[src/fpd_pkg.sv]
// Package for the fieldbus process-data map: frame sizes, byte positions,
// register offsets and timing counts.
// Assumes a 200 MHz system clock.
`default_nettype none
package fpd_pkg;
   // Frame sizes in bytes
   localparam int FRAME_EXT1 = 32;
   localparam int FRAME_EXT2 = 12;
   localparam int FRAME_BASIC = 6;
   // Layout codes
   localparam logic [1:0] LAYOUT_BASIC = 2'h0;
   localparam logic [1:0] LAYOUT_EXT1 = 2'h1;
   localparam logic [1:0] LAYOUT_EXT2 = 2'h2;
   // Control method codes
   localparam logic [3:0] CM_VF = 4'h0;
   localparam logic [3:0] CM_CLOSED_LOOP_VECTOR = 4'h3;
   localparam logic [3:0] CM_OPEN_LOOP_VECTOR_PM = 4'h5;
   localparam logic [3:0] CM_ADVANCED_OPEN_LOOP_PM = 4'h6;
   localparam logic [3:0] CM_CLOSED_LOOP_VECTOR_PM = 4'h7;
   // Byte positions, extended layout one
   localparam int E1_MSG_BASE = 16;
   localparam int E1_HANDSHAKE = 31;
   // Byte positions, extended layout two
   localparam int E2_MSG_BASE = 4;
   localparam int E2_HANDSHAKE = 11;
   // Forwarding deadline
   localparam int FORWARD_MS = 2;
   localparam int CLK_HZ = 200_000_000;
   localparam int FORWARD_CYCLES = FORWARD_MS * (CLK_HZ / 1000);
   // Wishbone register offsets
   localparam logic [7:0] REG_CONFIG = 8'h00;
   localparam logic [7:0] REG_STATUS = 8'h04;
   localparam logic [7:0] REG_IRQ_STAT = 8'h08;
   localparam logic [7:0] REG_IRQ_MASK = 8'h0C;
   localparam logic [7:0] REG_CMD = 8'h10;
   localparam logic [7:0] REG_FREQ = 8'h14;
   localparam logic [7:0] REG_TORQUE = 8'h18;
   localparam logic [7:0] REG_DRV_STATUS = 8'h1C;
   localparam logic [7:0] REG_MOTOR_SPEED = 8'h20;
   localparam logic [7:0] REG_OUT_CURRENT = 8'h24;
   // Config field positions
   localparam int CFG_FORMAT_BIT = 0;
   localparam int CFG_TSRC_BIT = 1;
   localparam int CFG_TCTL_BIT = 2;
   localparam int CFG_SCALE_BIT = 3;
   localparam int CFG_LARGE_BIT = 4;
   localparam int CFG_CM_LSB = 8;
   localparam int CFG_LAYOUT_LSB = 12;
   localparam logic [31:0] CONFIG_RESET = 32'h0000_0000;
   // Interrupt bit positions
   localparam int IRQ_FRAME_BIT = 0;
   localparam int IRQ_CMD_BIT = 1;
   localparam int IRQ_FAULT_BIT = 2;
endpackage
`default_nettype wire

[src/fpd_map.sv]
// Process-data framer: latches output frames from the fieldbus, decodes
// fields into drive commands, and builds input frames from drive monitors.
// Assumes byte strobes from fieldbus logic on the same clock.
//
// Functional notes
// - Layout selects 32, 12 or 6 byte frames, both directions
// - Conventional format used only when data format select equals one
// - Run and frequency reference reach drive within 2 ms
// - Sixteen-bit fields put high byte first, low byte next
// - Basic output: command, frequency reference, torque field
// - Basic input: status, motor speed, output current
// - Torque fields honoured only in the three vector control methods
// - Torque source enables; control select picks limit or reference (always limit here under closed-loop vector PM)
// - Speed monitor scaled; output frequency under V/f or open-loop PM
// - Current in 0.01 A up to 7.5 kW, else 0.1 A
// - Extended one output bytes 0 to 15 decoded as fixed fields
// - Extended one input bytes 0 to 15 filled from monitors
// - Extended one bytes 16 to 31 form the message area
// - Extended two: four I/O bytes then eight message bytes
// - Command bits: run, direction, inputs, fault, reset, baseblock
// - Status bits from running through network control
//
// Chosen here: the Wishbone slave port and the placing of the registers.
`default_nettype none
module fpd_map (
   input wire logic clk_i,
   input wire logic rst_i,
   // Output frame byte stream from the fieldbus
   input wire logic rx_valid_i,
   input wire logic [4:0] rx_index_i,
   input wire logic [7:0] rx_byte_i,
   input wire logic rx_end_i,
   // Input frame byte read port to the fieldbus
   input wire logic [4:0] tx_index_i,
   output logic [7:0] tx_byte_o,
   // Drive command side
   output logic run_o,
   output logic reverse_o,
   output logic [5:0] multi_input_o,
   output logic network_external_fault_o,
   output logic fault_reset_o,
   output logic fault_history_reset_o,
   output logic baseblock_o,
   output logic [15:0] freq_ref_o,
   output logic [15:0] torque_ref_o,
   output logic torque_ref_valid_o,
   output logic [15:0] torque_limit_o,
   output logic torque_limit_valid_o,
   output logic [15:0] torque_comp_o,
   output logic [15:0] analog_out1_o,
   output logic [15:0] analog_out2_o,
   output logic [15:0] digital_out_o,
   output logic cmd_update_o,
   // Message area toward and from the message engine
   output logic [7:0] msg_out_o [0:15],
   output logic msg_update_o,
   input wire logic [7:0] msg_in_i [0:15],
   // Drive monitors
   input wire logic [15:0] drive_status_i,
   input wire logic [15:0] motor_speed_i,
   input wire logic [15:0] out_freq_i,
   input wire logic [15:0] out_current_raw_i,
   input wire logic [15:0] torque_mon_i,
   input wire logic [15:0] pulse_count_i,
   input wire logic [15:0] freq_ref_mon_i,
   input wire logic [15:0] analog_in1_i,
   input wire logic [15:0] speed_scale_i,
   // Wishbone slave
   input wire logic wb_cyc_i,
   input wire logic wb_stb_i,
   input wire logic wb_we_i,
   input wire logic [7:0] wb_adr_i,
   input wire logic [3:0] wb_sel_i,
   input wire logic [31:0] wb_dat_i,
   output logic [31:0] wb_dat_o,
   output logic wb_ack_o,
   output logic irq_o
);
   localparam int FWD_W = $clog2(fpd_pkg::FORWARD_CYCLES + 1);

   logic [7:0] shadow [0:31];
   logic [7:0] frame [0:31];
   logic [31:0] config_reg;
   logic [2:0] irq_stat;
   logic [2:0] irq_mask;
   logic [FWD_W-1:0] fwd_count;
   logic frame_pending;
   logic [15:0] cmd_word;
   logic [15:0] freq_word;
   logic [15:0] torque_word;
   // Set when a latched frame has not been applied in time
   wire fwd_late = fwd_count == FWD_W'(fpd_pkg::FORWARD_CYCLES);

   // Config fields
   wire data_format_select = config_reg[fpd_pkg::CFG_FORMAT_BIT];
   wire network_torque_source_select = config_reg[fpd_pkg::CFG_TSRC_BIT];
   wire torque_control_select = config_reg[fpd_pkg::CFG_TCTL_BIT];
   wire display_scaling_select = config_reg[fpd_pkg::CFG_SCALE_BIT];
   wire large_drive = config_reg[fpd_pkg::CFG_LARGE_BIT];
   wire [3:0] control_method_select =
      config_reg[fpd_pkg::CFG_CM_LSB +: 4];
   wire [1:0] layout = config_reg[fpd_pkg::CFG_LAYOUT_LSB +: 2];

   wire [4:0] last_byte =
      (layout == fpd_pkg::LAYOUT_EXT1) ? 5'(fpd_pkg::FRAME_EXT1 - 1) :
      (layout == fpd_pkg::LAYOUT_EXT2) ? 5'(fpd_pkg::FRAME_EXT2 - 1) :
      5'(fpd_pkg::FRAME_BASIC - 1);
   wire is_ext1 = layout == fpd_pkg::LAYOUT_EXT1;
   wire is_ext2 = layout == fpd_pkg::LAYOUT_EXT2;
   wire is_basic = layout == fpd_pkg::LAYOUT_BASIC;

   // Wishbone decode
   wire wb_req = wb_cyc_i & wb_stb_i & ~wb_ack_o;
   wire wb_wr = wb_req & wb_we_i & (&wb_sel_i);
   wire wr_config = wb_wr & (wb_adr_i == fpd_pkg::REG_CONFIG);
   wire wr_irq_stat = wb_wr & (wb_adr_i == fpd_pkg::REG_IRQ_STAT);
   wire wr_irq_mask = wb_wr & (wb_adr_i == fpd_pkg::REG_IRQ_MASK);

   // high byte at lower byte number
   function automatic logic [15:0] pair(input logic [7:0] hi,
                                        input logic [7:0] lo);
      pair = {hi, lo};
   endfunction

   wire frame_done = rx_end_i & data_format_select;

   // fields come from the latched frame only
   wire [15:0] next_cmd = pair(frame[0], frame[1]);
   wire [15:0] next_freq = pair(frame[2], frame[3]);
   wire [15:0] next_torque = is_ext2 ? 16'h0000 : pair(frame[4], frame[5]);

   // torque only in the three vector methods
   wire torque_method_ok =
      (control_method_select == fpd_pkg::CM_CLOSED_LOOP_VECTOR) |
      (control_method_select == fpd_pkg::CM_ADVANCED_OPEN_LOOP_PM) |
      (control_method_select == fpd_pkg::CM_CLOSED_LOOP_VECTOR_PM);
   // source enable, limit or reference choice
   wire torque_en = torque_method_ok & network_torque_source_select &
                    ~is_ext2;
   wire torque_as_ref = torque_control_select &
      (control_method_select != fpd_pkg::CM_CLOSED_LOOP_VECTOR_PM);

   wire speed_is_freq =
      (control_method_select == fpd_pkg::CM_VF) |
      (control_method_select == fpd_pkg::CM_OPEN_LOOP_VECTOR_PM);
   wire [31:0] speed_prod = motor_speed_i * speed_scale_i;
   wire [15:0] speed_word = speed_is_freq ? out_freq_i :
      (display_scaling_select ? speed_prod[23:8] : motor_speed_i);
   wire [15:0] current_word = large_drive ?
      16'(out_current_raw_i / 16'd10) : out_current_raw_i;
   wire [15:0] status_word = drive_status_i;

   logic [15:0] io_word;
   always_comb begin
      io_word = 16'h0000;
      unique case (tx_index_i[4:1])
         4'h0: io_word = status_word;
         4'h1: io_word = speed_word;
         4'h2: io_word = is_basic ? current_word : torque_mon_i;
         4'h3: io_word = pulse_count_i;
         4'h4: io_word = freq_ref_mon_i;
         4'h5: io_word = out_freq_i;
         4'h6: io_word = current_word;
         4'h7: io_word = analog_in1_i;
         default: io_word = 16'h0000;
      endcase
   end
   wire [7:0] io_byte = tx_index_i[0] ? io_word[7:0] : io_word[15:8];
   wire in_range = tx_index_i <= last_byte;
   wire [4:0] ext2_msg = 5'(tx_index_i - 5'(fpd_pkg::E2_MSG_BASE));
   wire [4:0] ext1_msg = 5'(tx_index_i - 5'(fpd_pkg::E1_MSG_BASE));
   wire reserved_in = (is_ext2 && tx_index_i == 5'd10) ||
      (is_ext1 && tx_index_i >= 5'd28 && tx_index_i <= 5'd30);
   wire [7:0] next_tx =
      (!in_range || reserved_in) ? 8'h00 :
      (is_ext1 && tx_index_i >= 5'(fpd_pkg::E1_MSG_BASE)) ?
         msg_in_i[ext1_msg[3:0]] :
      (is_ext2 && tx_index_i >= 5'(fpd_pkg::E2_MSG_BASE)) ?
         msg_in_i[ext2_msg[3:0]] :
      (is_ext2 && tx_index_i >= 5'd4) ? 8'h00 : io_byte;

   // Register read mux
   wire [31:0] rd_data =
      (wb_adr_i == fpd_pkg::REG_CONFIG) ? config_reg :
      (wb_adr_i == fpd_pkg::REG_STATUS) ?
         {28'h000_0000, fwd_late, frame_pending, layout} :
      (wb_adr_i == fpd_pkg::REG_IRQ_STAT) ? {29'h0000_0000, irq_stat} :
      (wb_adr_i == fpd_pkg::REG_IRQ_MASK) ? {29'h0000_0000, irq_mask} :
      (wb_adr_i == fpd_pkg::REG_CMD) ? {16'h0000, cmd_word} :
      (wb_adr_i == fpd_pkg::REG_FREQ) ? {16'h0000, freq_word} :
      (wb_adr_i == fpd_pkg::REG_TORQUE) ? {16'h0000, torque_word} :
      (wb_adr_i == fpd_pkg::REG_DRV_STATUS) ? {16'h0000, status_word} :
      (wb_adr_i == fpd_pkg::REG_MOTOR_SPEED) ? {16'h0000, speed_word} :
      (wb_adr_i == fpd_pkg::REG_OUT_CURRENT) ? {16'h0000, current_word} :
      32'h0000_0000;

   // Events
   wire cmd_event = frame_pending;
   wire fault_event = cmd_update_o & cmd_word[8];
   wire [2:0] irq_set = {fault_event, cmd_event, frame_done};

   // Receive shadow: bytes beyond the frame length are dropped
   always_ff @(posedge clk_i) begin
      if (rx_valid_i && rx_index_i <= last_byte) begin
         shadow[rx_index_i] <= rx_byte_i;
      end
   end

   // whole frame copied at end of frame
   always_ff @(posedge clk_i) begin
      if (rst_i) begin
         for (int i = 0; i < 32; i++) begin
            frame[i] <= 8'h00;
         end
      end else if (frame_done) begin
         for (int i = 0; i < 32; i++) begin
            frame[i] <= (i <= int'(last_byte)) ? shadow[i] : 8'h00;
         end
      end
   end

   // frame applied one cycle after latching, far under 2 ms
   always_ff @(posedge clk_i) begin
      if (rst_i) begin
         frame_pending <= 1'b0;
         cmd_word <= 16'h0000;
         freq_word <= 16'h0000;
         torque_word <= 16'h0000;
         cmd_update_o <= 1'b0;
         msg_update_o <= 1'b0;
      end else begin
         frame_pending <= frame_done;
         cmd_update_o <= frame_pending;
         msg_update_o <= frame_pending & ~is_basic;
         if (frame_pending) begin
            cmd_word <= next_cmd;
            freq_word <= next_freq;
            torque_word <= next_torque;
         end
      end
   end

   // Deadline watch: counts from frame end until commands applied
   always_ff @(posedge clk_i) begin
      if (rst_i || cmd_update_o) begin
         fwd_count <= '0;
      end else if (frame_done || fwd_count != '0) begin
         if (fwd_count != FWD_W'(fpd_pkg::FORWARD_CYCLES)) begin
            fwd_count <= fwd_count + 1'b1;
         end
      end
   end

   assign run_o = cmd_word[0];
   assign reverse_o = cmd_word[1];
   assign multi_input_o = cmd_word[7:2];
   assign network_external_fault_o = cmd_word[8];
   assign fault_reset_o = cmd_word[9];
   assign baseblock_o = cmd_word[15];
   assign freq_ref_o = freq_word;

   // history reset on rising edge of bit E
   logic hist_prev;
   always_ff @(posedge clk_i) begin
      if (rst_i) begin
         hist_prev <= 1'b0;
         fault_history_reset_o <= 1'b0;
      end else begin
         hist_prev <= cmd_word[14];
         fault_history_reset_o <= cmd_word[14] & ~hist_prev;
      end
   end

   // output field decode, bytes 8-9 ignored
   always_ff @(posedge clk_i) begin
      if (rst_i) begin
         torque_ref_o <= 16'h0000;
         torque_limit_o <= 16'h0000;
         torque_ref_valid_o <= 1'b0;
         torque_limit_valid_o <= 1'b0;
         torque_comp_o <= 16'h0000;
         analog_out1_o <= 16'h0000;
         analog_out2_o <= 16'h0000;
         digital_out_o <= 16'h0000;
      end else if (frame_pending) begin
         torque_ref_valid_o <= torque_en & torque_as_ref;
         torque_limit_valid_o <= torque_en & ~torque_as_ref;
         if (torque_en & torque_as_ref) begin
            torque_ref_o <= next_torque;
         end
         if (torque_en & ~torque_as_ref) begin
            torque_limit_o <= next_torque;
         end
         if (is_ext1) begin
            torque_comp_o <= torque_method_ok ?
               pair(frame[6], frame[7]) : 16'h0000;
            analog_out1_o <= pair(frame[10], frame[11]);
            analog_out2_o <= pair(frame[12], frame[13]);
            digital_out_o <= pair(frame[14], frame[15]);
         end
      end
   end

   // message area out; handshake byte carried
   genvar g;
   for (g = 0; g < 16; g++) begin : g_msg
      always_ff @(posedge clk_i) begin
         if (rst_i) begin
            msg_out_o[g] <= 8'h00;
         end else if (frame_pending && is_ext1) begin
            msg_out_o[g] <= frame[fpd_pkg::E1_MSG_BASE + g];
         end else if (frame_pending && is_ext2) begin
            msg_out_o[g] <= (g < 8) ? frame[fpd_pkg::E2_MSG_BASE + g] :
               8'h00;
         end
      end
   end

   // Transmit byte register
   always_ff @(posedge clk_i) begin
      if (rst_i) begin
         tx_byte_o <= 8'h00;
      end else begin
         tx_byte_o <= next_tx;
      end
   end

   // Registers, interrupts and bus answer; set wins over clear
   always_ff @(posedge clk_i) begin
      if (rst_i) begin
         config_reg <= fpd_pkg::CONFIG_RESET;
         irq_stat <= 3'h0;
         irq_mask <= 3'h0;
         wb_ack_o <= 1'b0;
         wb_dat_o <= 32'h0000_0000;
      end else begin
         wb_ack_o <= wb_req;
         if (wb_req) begin
            wb_dat_o <= rd_data;
         end
         if (wr_config) begin
            config_reg <= wb_dat_i;
         end
         if (wr_irq_mask) begin
            irq_mask <= wb_dat_i[2:0];
         end
         irq_stat <= (irq_stat & ~(wr_irq_stat ? wb_dat_i[2:0] : 3'h0))
                     | irq_set;
      end
   end

   assign irq_o = |(irq_stat & irq_mask);
endmodule
`default_nettype wire

[config.mk]
export PLATFORM = sky130hd
export DESIGN_NAME = fpd_map
export DESIGN_NICKNAME = d
export VERILOG_FILES = /design/src/fpd_pkg.sv /design/src/fpd_map.sv
export SDC_FILE = /design/constraint.sdc
export NUM_CORES = 2
export LEC_CHECK = 0
export BUFFER_PORTS_ARGS = -buffer_cell sky130_fd_sc_hd__buf_2
export CAP_MARGIN = 20
export CORE_MARGIN = 3
export CORE_UTILIZATION = 55
export CTS_CLUSTER_DIAMETER = 150
export CTS_CLUSTER_SIZE = 8
export DETAILED_ROUTE_END_ITERATION = 7
export PLACE_DENSITY = 0.77
export REMOVE_ABC_BUFFERS = 1
export SYNTH_ARGS = -nofsm -noshare
export SYNTH_HDL_FRONTEND = slang
export SYNTH_SLANG_ARGS = --single-unit
[constraint.sdc]
create_clock -name clk_i -period 11.6 [get_ports clk_i]
set_input_delay 1.16 -clock clk_i [delete_from_list [all_inputs] [get_ports clk_i]]
set_output_delay 1.16 -clock clk_i [all_outputs]
set_load 0.05 [all_outputs]
Yosys cells after proc, flatten, opt, wreduce, memory -nomap -nowiden
Memories as Yosys holds them, arrays and structs flattened. A register that Yosys moved wholly into a read port is not among the register bits.
Cells that the tools add are included.
- $add $sub $neg: 3
- $mul: 1
- divide/modulo/power cells: 1
- magnitude comparators: 39
- equal/unequal tests: 26
- mux-type cells: 124
- bitwise operators: 62
- reduce and logical (&&, ||, !) cells: 26
- operators with widths (cell ; number):
    $mux 8 ; 95
    $mux 16 ; 15
    $pmux 16 s8 ; 1
    $le 5x5->1 const A ; 16
    $bmux 8 s4 ; 2
    $le 4x5->1 const A ; 8
    $or 1x1->1 ; 35
    $eq 8x5->1 const B ; 4
    $mux 32 ; 1
    $eq 4x3->1 const B ; 7
    $mul 16x16->24 ; 1
    $ge 5x5->1 const B ; 4
    $le 3x5->1 const A ; 4
    $add 19x1->19 const B ; 1
    $eq 19x19->1 const B ; 1
    $ne 19x19->1 const B ; 1
    $reduce_bool 19->1 ; 1
    $and 1x1->1 ; 16
    $div 16x4->16 const B ; 1
    $eq 8x4->1 const B ; 2
    $eq 8x6->1 const B ; 2
    $eq 4x2->1 const B ; 3
    $le 2x5->1 const A ; 2
    $le 5x5->1 ; 2
    other kinds (31) ; 57
- register bits after elaboration: 313
- RAM bits: 512
- bits of input ports: 341
- output and inout bits: 298
- logic and storage cells: 319
- memories kept: 2
- memories (memory ; depth ; bits a word ; rd ports ; clocked after Yosys merged registers in ; wr ports ; line ; text):
    frame ; 32 ; 8 ; 32 ; 8 ; 32 ; fpd_map.sv:82 ; logic [7:0] frame [0:31];
    shadow ; 32 ; 8 ; 32 ; 0 ; 1 ; fpd_map.sv:81 ; logic [7:0] shadow [0:31];

Longest topological paths before layout
- depth in word-level cells: 12
- mapped depth: 26
- depth with buffers taken out: 26

Worst setup path before layout
Ideal clock, no wire load.
- kind: input to register
- start: input port rst_i
- end: memory frame[0][0], enable pin
- library setup time: 0.663 ns
- arrival time: 7.832 ns
- required time: 10.937 ns
- slack: 3.104 ns
- cell stages on the path: 3
- buffers on the path: 2
- cells stage by stage: clkbuf_1 -> clkbuf_1 -> nand2b_1
- RTL lines (what ; line ; text):
    start, declared ; fpd_map.sv:27 ; input wire logic rst_i,
    end, declared ; fpd_map.sv:82 ;

Final worst setup path
- start: input port speed_scale_i[6]
- end: register wb_dat_o[9]
- cells in the longest elaborated chain, start to end: 12
- RTL lines (what ; line ; text):
    start, declared ; fpd_map.sv:67 ; input wire logic [15:0] speed_scale_i,
    $mul 16x16->24 ; fpd_map.sv:146 ; wire [31:0] speed_prod = motor_speed_i * speed_scale_i;
    $mux 16 ; fpd_map.sv:148 ; (display_scaling_select ? speed_prod[23:8] : motor_speed_i);
    $mux 16 ; fpd_map.sv:147 ; wire [15:0] speed_word = speed_is_freq ? out_freq_i :
    $mux 16 ; fpd_map.sv:193 ; (wb_adr_i == fpd_pkg::REG_MOTOR_SPEED) ? {16'h0000, speed_word} :
    $mux 16 ; fpd_map.sv:192 ; (wb_adr_i == fpd_pkg::REG_DRV_STATUS) ? {16'h0000, status_word} :
    $mux 16 ; fpd_map.sv:191 ; (wb_adr_i == fpd_pkg::REG_TORQUE) ? {16'h0000, torque_word} :
    $mux 16 ; fpd_map.sv:190 ; (wb_adr_i == fpd_pkg::REG_FREQ) ? {16'h0000, freq_word} :
    $mux 16 ; fpd_map.sv:189 ; (wb_adr_i == fpd_pkg::REG_CMD) ? {16'h0000, cmd_word} :
    $mux 16 ; fpd_map.sv:188 ; (wb_adr_i == fpd_pkg::REG_IRQ_MASK) ? {29'h0000_0000, irq_mask} :
    $mux 16 ; fpd_map.sv:187 ; (wb_adr_i == fpd_pkg::REG_IRQ_STAT) ? {29'h0000_0000, irq_stat} :
    $mux 16 ; fpd_map.sv:185 ; (wb_adr_i == fpd_pkg::REG_STATUS) ?
    $mux 32 ; fpd_map.sv:184 ; (wb_adr_i == fpd_pkg::REG_CONFIG) ? config_reg :
    end signal, assigned ; fpd_map.sv:339 ; wb_dat_o <= rd_data;
    end, declared ; fpd_map.sv:75 ; output logic [31:0] wb_dat_o,
Every way passes these cells.
A chain may end at the register's enable or synchronous reset.

==> flow_summary.yaml <==
status:
  status: "finished, final reports clean"
clock_tree:
  numCtsBuffers: 121
  clkLatencyLatePin_ns: 0.70
  clkSlewWorstSetupHoldPaths_ns: 0.05
  cts.path.max_buffers: 3
  cts_tree: "yes"
  cts_hold_buf: 0
  root_buffer: "clkbuf_16"
  postCtsSetupRepairBufs: 0
  cts_resized: 0
  htree_levels: 3
  clock_sinks: 889
global_routing:
  grtUsageMet3_pct: 10.87
  use_met1_pct: 41.83
  overflow: 0
  track_usage_pct: 33.55
  grt-busiest-layer: "met2"
  grt_pass1_vias: 33230
  globalRouteMet2Util_pct: 53.41
  antenna_found_initial: 22
  grt_first_pass_wirelength_um: 209400
  grt_max_degree: 100
finish:
  fill_cells: 6101
  syn_to_final_growth_pct: 16.86
  reg_top3: "frame x256, shadow x256, msg_out_o x128"
  layout-drive-gt1-share_pct: 19.60
  fin_area_sq_mm: 0.05151
  multiInputGateArea_sq_mm: 0.01928
  nets: 5219
  register_area_sq_mm: 0.02293
hold_path:
  hold_path_class: "flop to flop"
worst_setup_path:
  critPathRequiredTime_ns: 12.16
  crit_arrival_ns: 8.14
  crit_type: "input port to flop"
  worstSetupEndpointType: "flop"
  cp_max_fo: 16
  crit_path_start_kind: "input port"
pwr:
  leakage_uw: 0.02079
  p_sw_uw: 2813
  swShare_pct: 30.56
  p_int_uw: 6394
  p_comb_share_pct: 27.4
  seqPwrFrac_pct: 36.8
  p_clk_share_pct: 35.8
  vdd_drop_max_mv: 0.2505
  cellPowerDensity_mw_per_mm2: 178.7
placement:
  gp_congestion: 1.027
  dp_hpwl_um: 99060
  portBuffers: 638
  dpl_cell_area_sq_mm: 0.04787
timing:
  tns_ns: 0
  fmax_mhz: 131.8
  slew_viol_final: 0
  setup_viol: 0
  fin_crit_sh_pct: 65.39
  hold_viol: 0
  tightest_slew_ns: 1.058
  rsz0062_at_grt: "false"
  maxSlewHeadroom_pct: 29.48
  min_period_ns: 7.585
  finalClockSkew_ns: 0.06850
drt:
  drc: 0
  drtAntennaViolNets: 0
  firstDrtPassIters: 8
  vias: 34740
  drt-vias-per-instance: 5.998
  wl_um: 143400
  drtIter0Drc: 3809
  wl_per_cell_um: 24.76
yosys:
  synth_edf_count: 512
  synth_flop_cell: "edfxtp_1"
  synth_common_cells: "edfxtp_1 (512), nand2_1 (501), nor2_1 (421)"
  yosysMostFrequentCell: "edfxtp_1"
  ys_types: 105
  yosysSeqAreaShare_pct: 52.01
  synth_area_leaders: "edfxtp_1 (35%), dfxtp_1 (17%), fa_1 (7.6%)"
  yosysTopAreaCell: "edfxtp_1"
  ys_warn_count: 0
  ys_ff_latch: 889
  async_reset_ff_share_pct: 0
  synth_top_area_share_pct: 34.88
  synth_area_per_cell_sq_um: 10.73
  synthCells: 4108
  syn_area_sq_mm: 0.04408
floorplanning:
  start_util_pct: 55.70
  core_area_sq_mm: 0.07913
  fp-row-count: 103
  die_h_um: 289.1
  die_width_um: 289.1
  ios: 639
  dieArea_sq_mm: 0.08357
flow_run:
  cap_violations: 0
-- path summary, 6_finish.rpt --
kind,end,cells past startpoint,slack [ns],startpoint
worst max-delay path,wb_dat_o[9],24,4.01,speed_scale_i[6]
worst min-delay path,fault_history_reset_o,1,0.40,hist_prev
worst max register to register,shadow[25][4],12,7.26,config_reg[12]
worst min register to register,fault_history_reset_o,1,0.40,hist_prev
-- cells in the final DEF, fill, tap and decap left out, drive strengths merged, types with 13 or more instances in the layout --
cell	Yosys	routed
a221oi	23	23
mux2i	103	103
a21oi	188	188
clkbuf	227	209
dfxtp	377	377
inv	221	222
nor3	46	46
and2	256	256
a21o	16	16
nor2	423	423
edfxtp	512	512
nand2b	18	18
xnor2	33	33
nor4	13	13
nand2	501	501
a22oi	97	97
nor2b	30	30
and3	101	101
a311oi	18	18
buf	54	677
o21ai	128	128
or2	14	14
mux4	48	48
a31oi	24	24
or3	16	16
xor2	13	13
o22ai	26	26
nand4	15	15
diode	0	21
o211ai	23	23
a211oi	65	65
a22o	15	15
fa	167	167
ha	84	84
nand3	62	62
-- area by class of cell --
class                      instances  area share, %
clock buffer                     209          6.600
inverter                         226          1.647
sequential                       889          44.51
clock inverter                     7         0.3595
timing repair buffer             677          6.811
antenna                           21         0.1020
tap                             1050          2.551
multi-input combinational       2712          37.42
-- per-layer routing --
| metal | routed length [um] | vias to the layer above | share of wire, % |
|---|---|---|---|
| li1 | - | 15460 | - |
| met1 | 52560 | 17000 | 37 |
| met2 | 67500 | 1911 | 47 |
| met3 | 16420 | 357 | 11 |
| met4 | 6865 | 8 | 4.8 |
| met5 | 46 | - | 0.032 |
-- critical path: stages --
cell,delay (ns)
buf_2,0.28
nand2_1,0.13
fa_1,0.55
inv_1,0.06
fa_1,0.48
ha_1,0.23
fa_1,0.53
inv_1,0.05
fa_1,0.46
fa_1,0.55
inv_1,0.05
ha_1,0.27
inv_1,0.05
o21ba_2,0.23
o21ba_2,0.21
o21ba_2,0.23
o21ai_0,0.49
o21a_1,0.21
nor3_1,0.05
o311ai_0,0.56
o21ai_0,0.36
o211ai_1,0.42
o21ai_0,0.24
a211oi_1,0.28
-- kinds of logic (layout without fill, tap and decap cells) --
group                    Yosys count  after routing  share of synthesized area [%]
AO/OA/AOI/OAI                    714            714                          10.93
XOR/XNOR                          46             46                         0.9311
adder cells (fa/ha/maj)          251            251                          9.970
buffers and inverters            507           1119                          4.522
flip-flops                       889            889                          52.01
multiplexers                     158            158                          4.971
other                              0             21                              0
AND/OR/NAND/NOR                 1543           1543                          16.67
-- per-stage QoR --
step | total power (uW) | hold WS (ns) | instances | utilization, % | setup WS, ns
CTS | 9230 | 0.3948 | 5770 | 65.03 | 4.105
global route | 9680 | 0.4096 | 5780 | 65.06 | 3.733
finish | 9207 | 0.3963 | 5791 | 65.10 | 4.015
detailed placement | 5939 | 0.3845 | 5554 | 60.50 | 3.467
global placement | 5890 | 0.3768 | 5554 | 60.50 | 3.587
floorplan | 5207 | 0.3674 | 3827 | - | 3.649
-- power groups by stage --
stage	Sequential, uW	Clock, uW	Combinational (uW)
after floorplan	3460	0	1740
after CTS	3390	3330	2510
after detailed placement	3450	0	2490
final	3390	3290	2530
after global placement	3450	0	2440
after global routing	3390	3470	2820
Note: power is estimated with default switching activity, not from simulation.
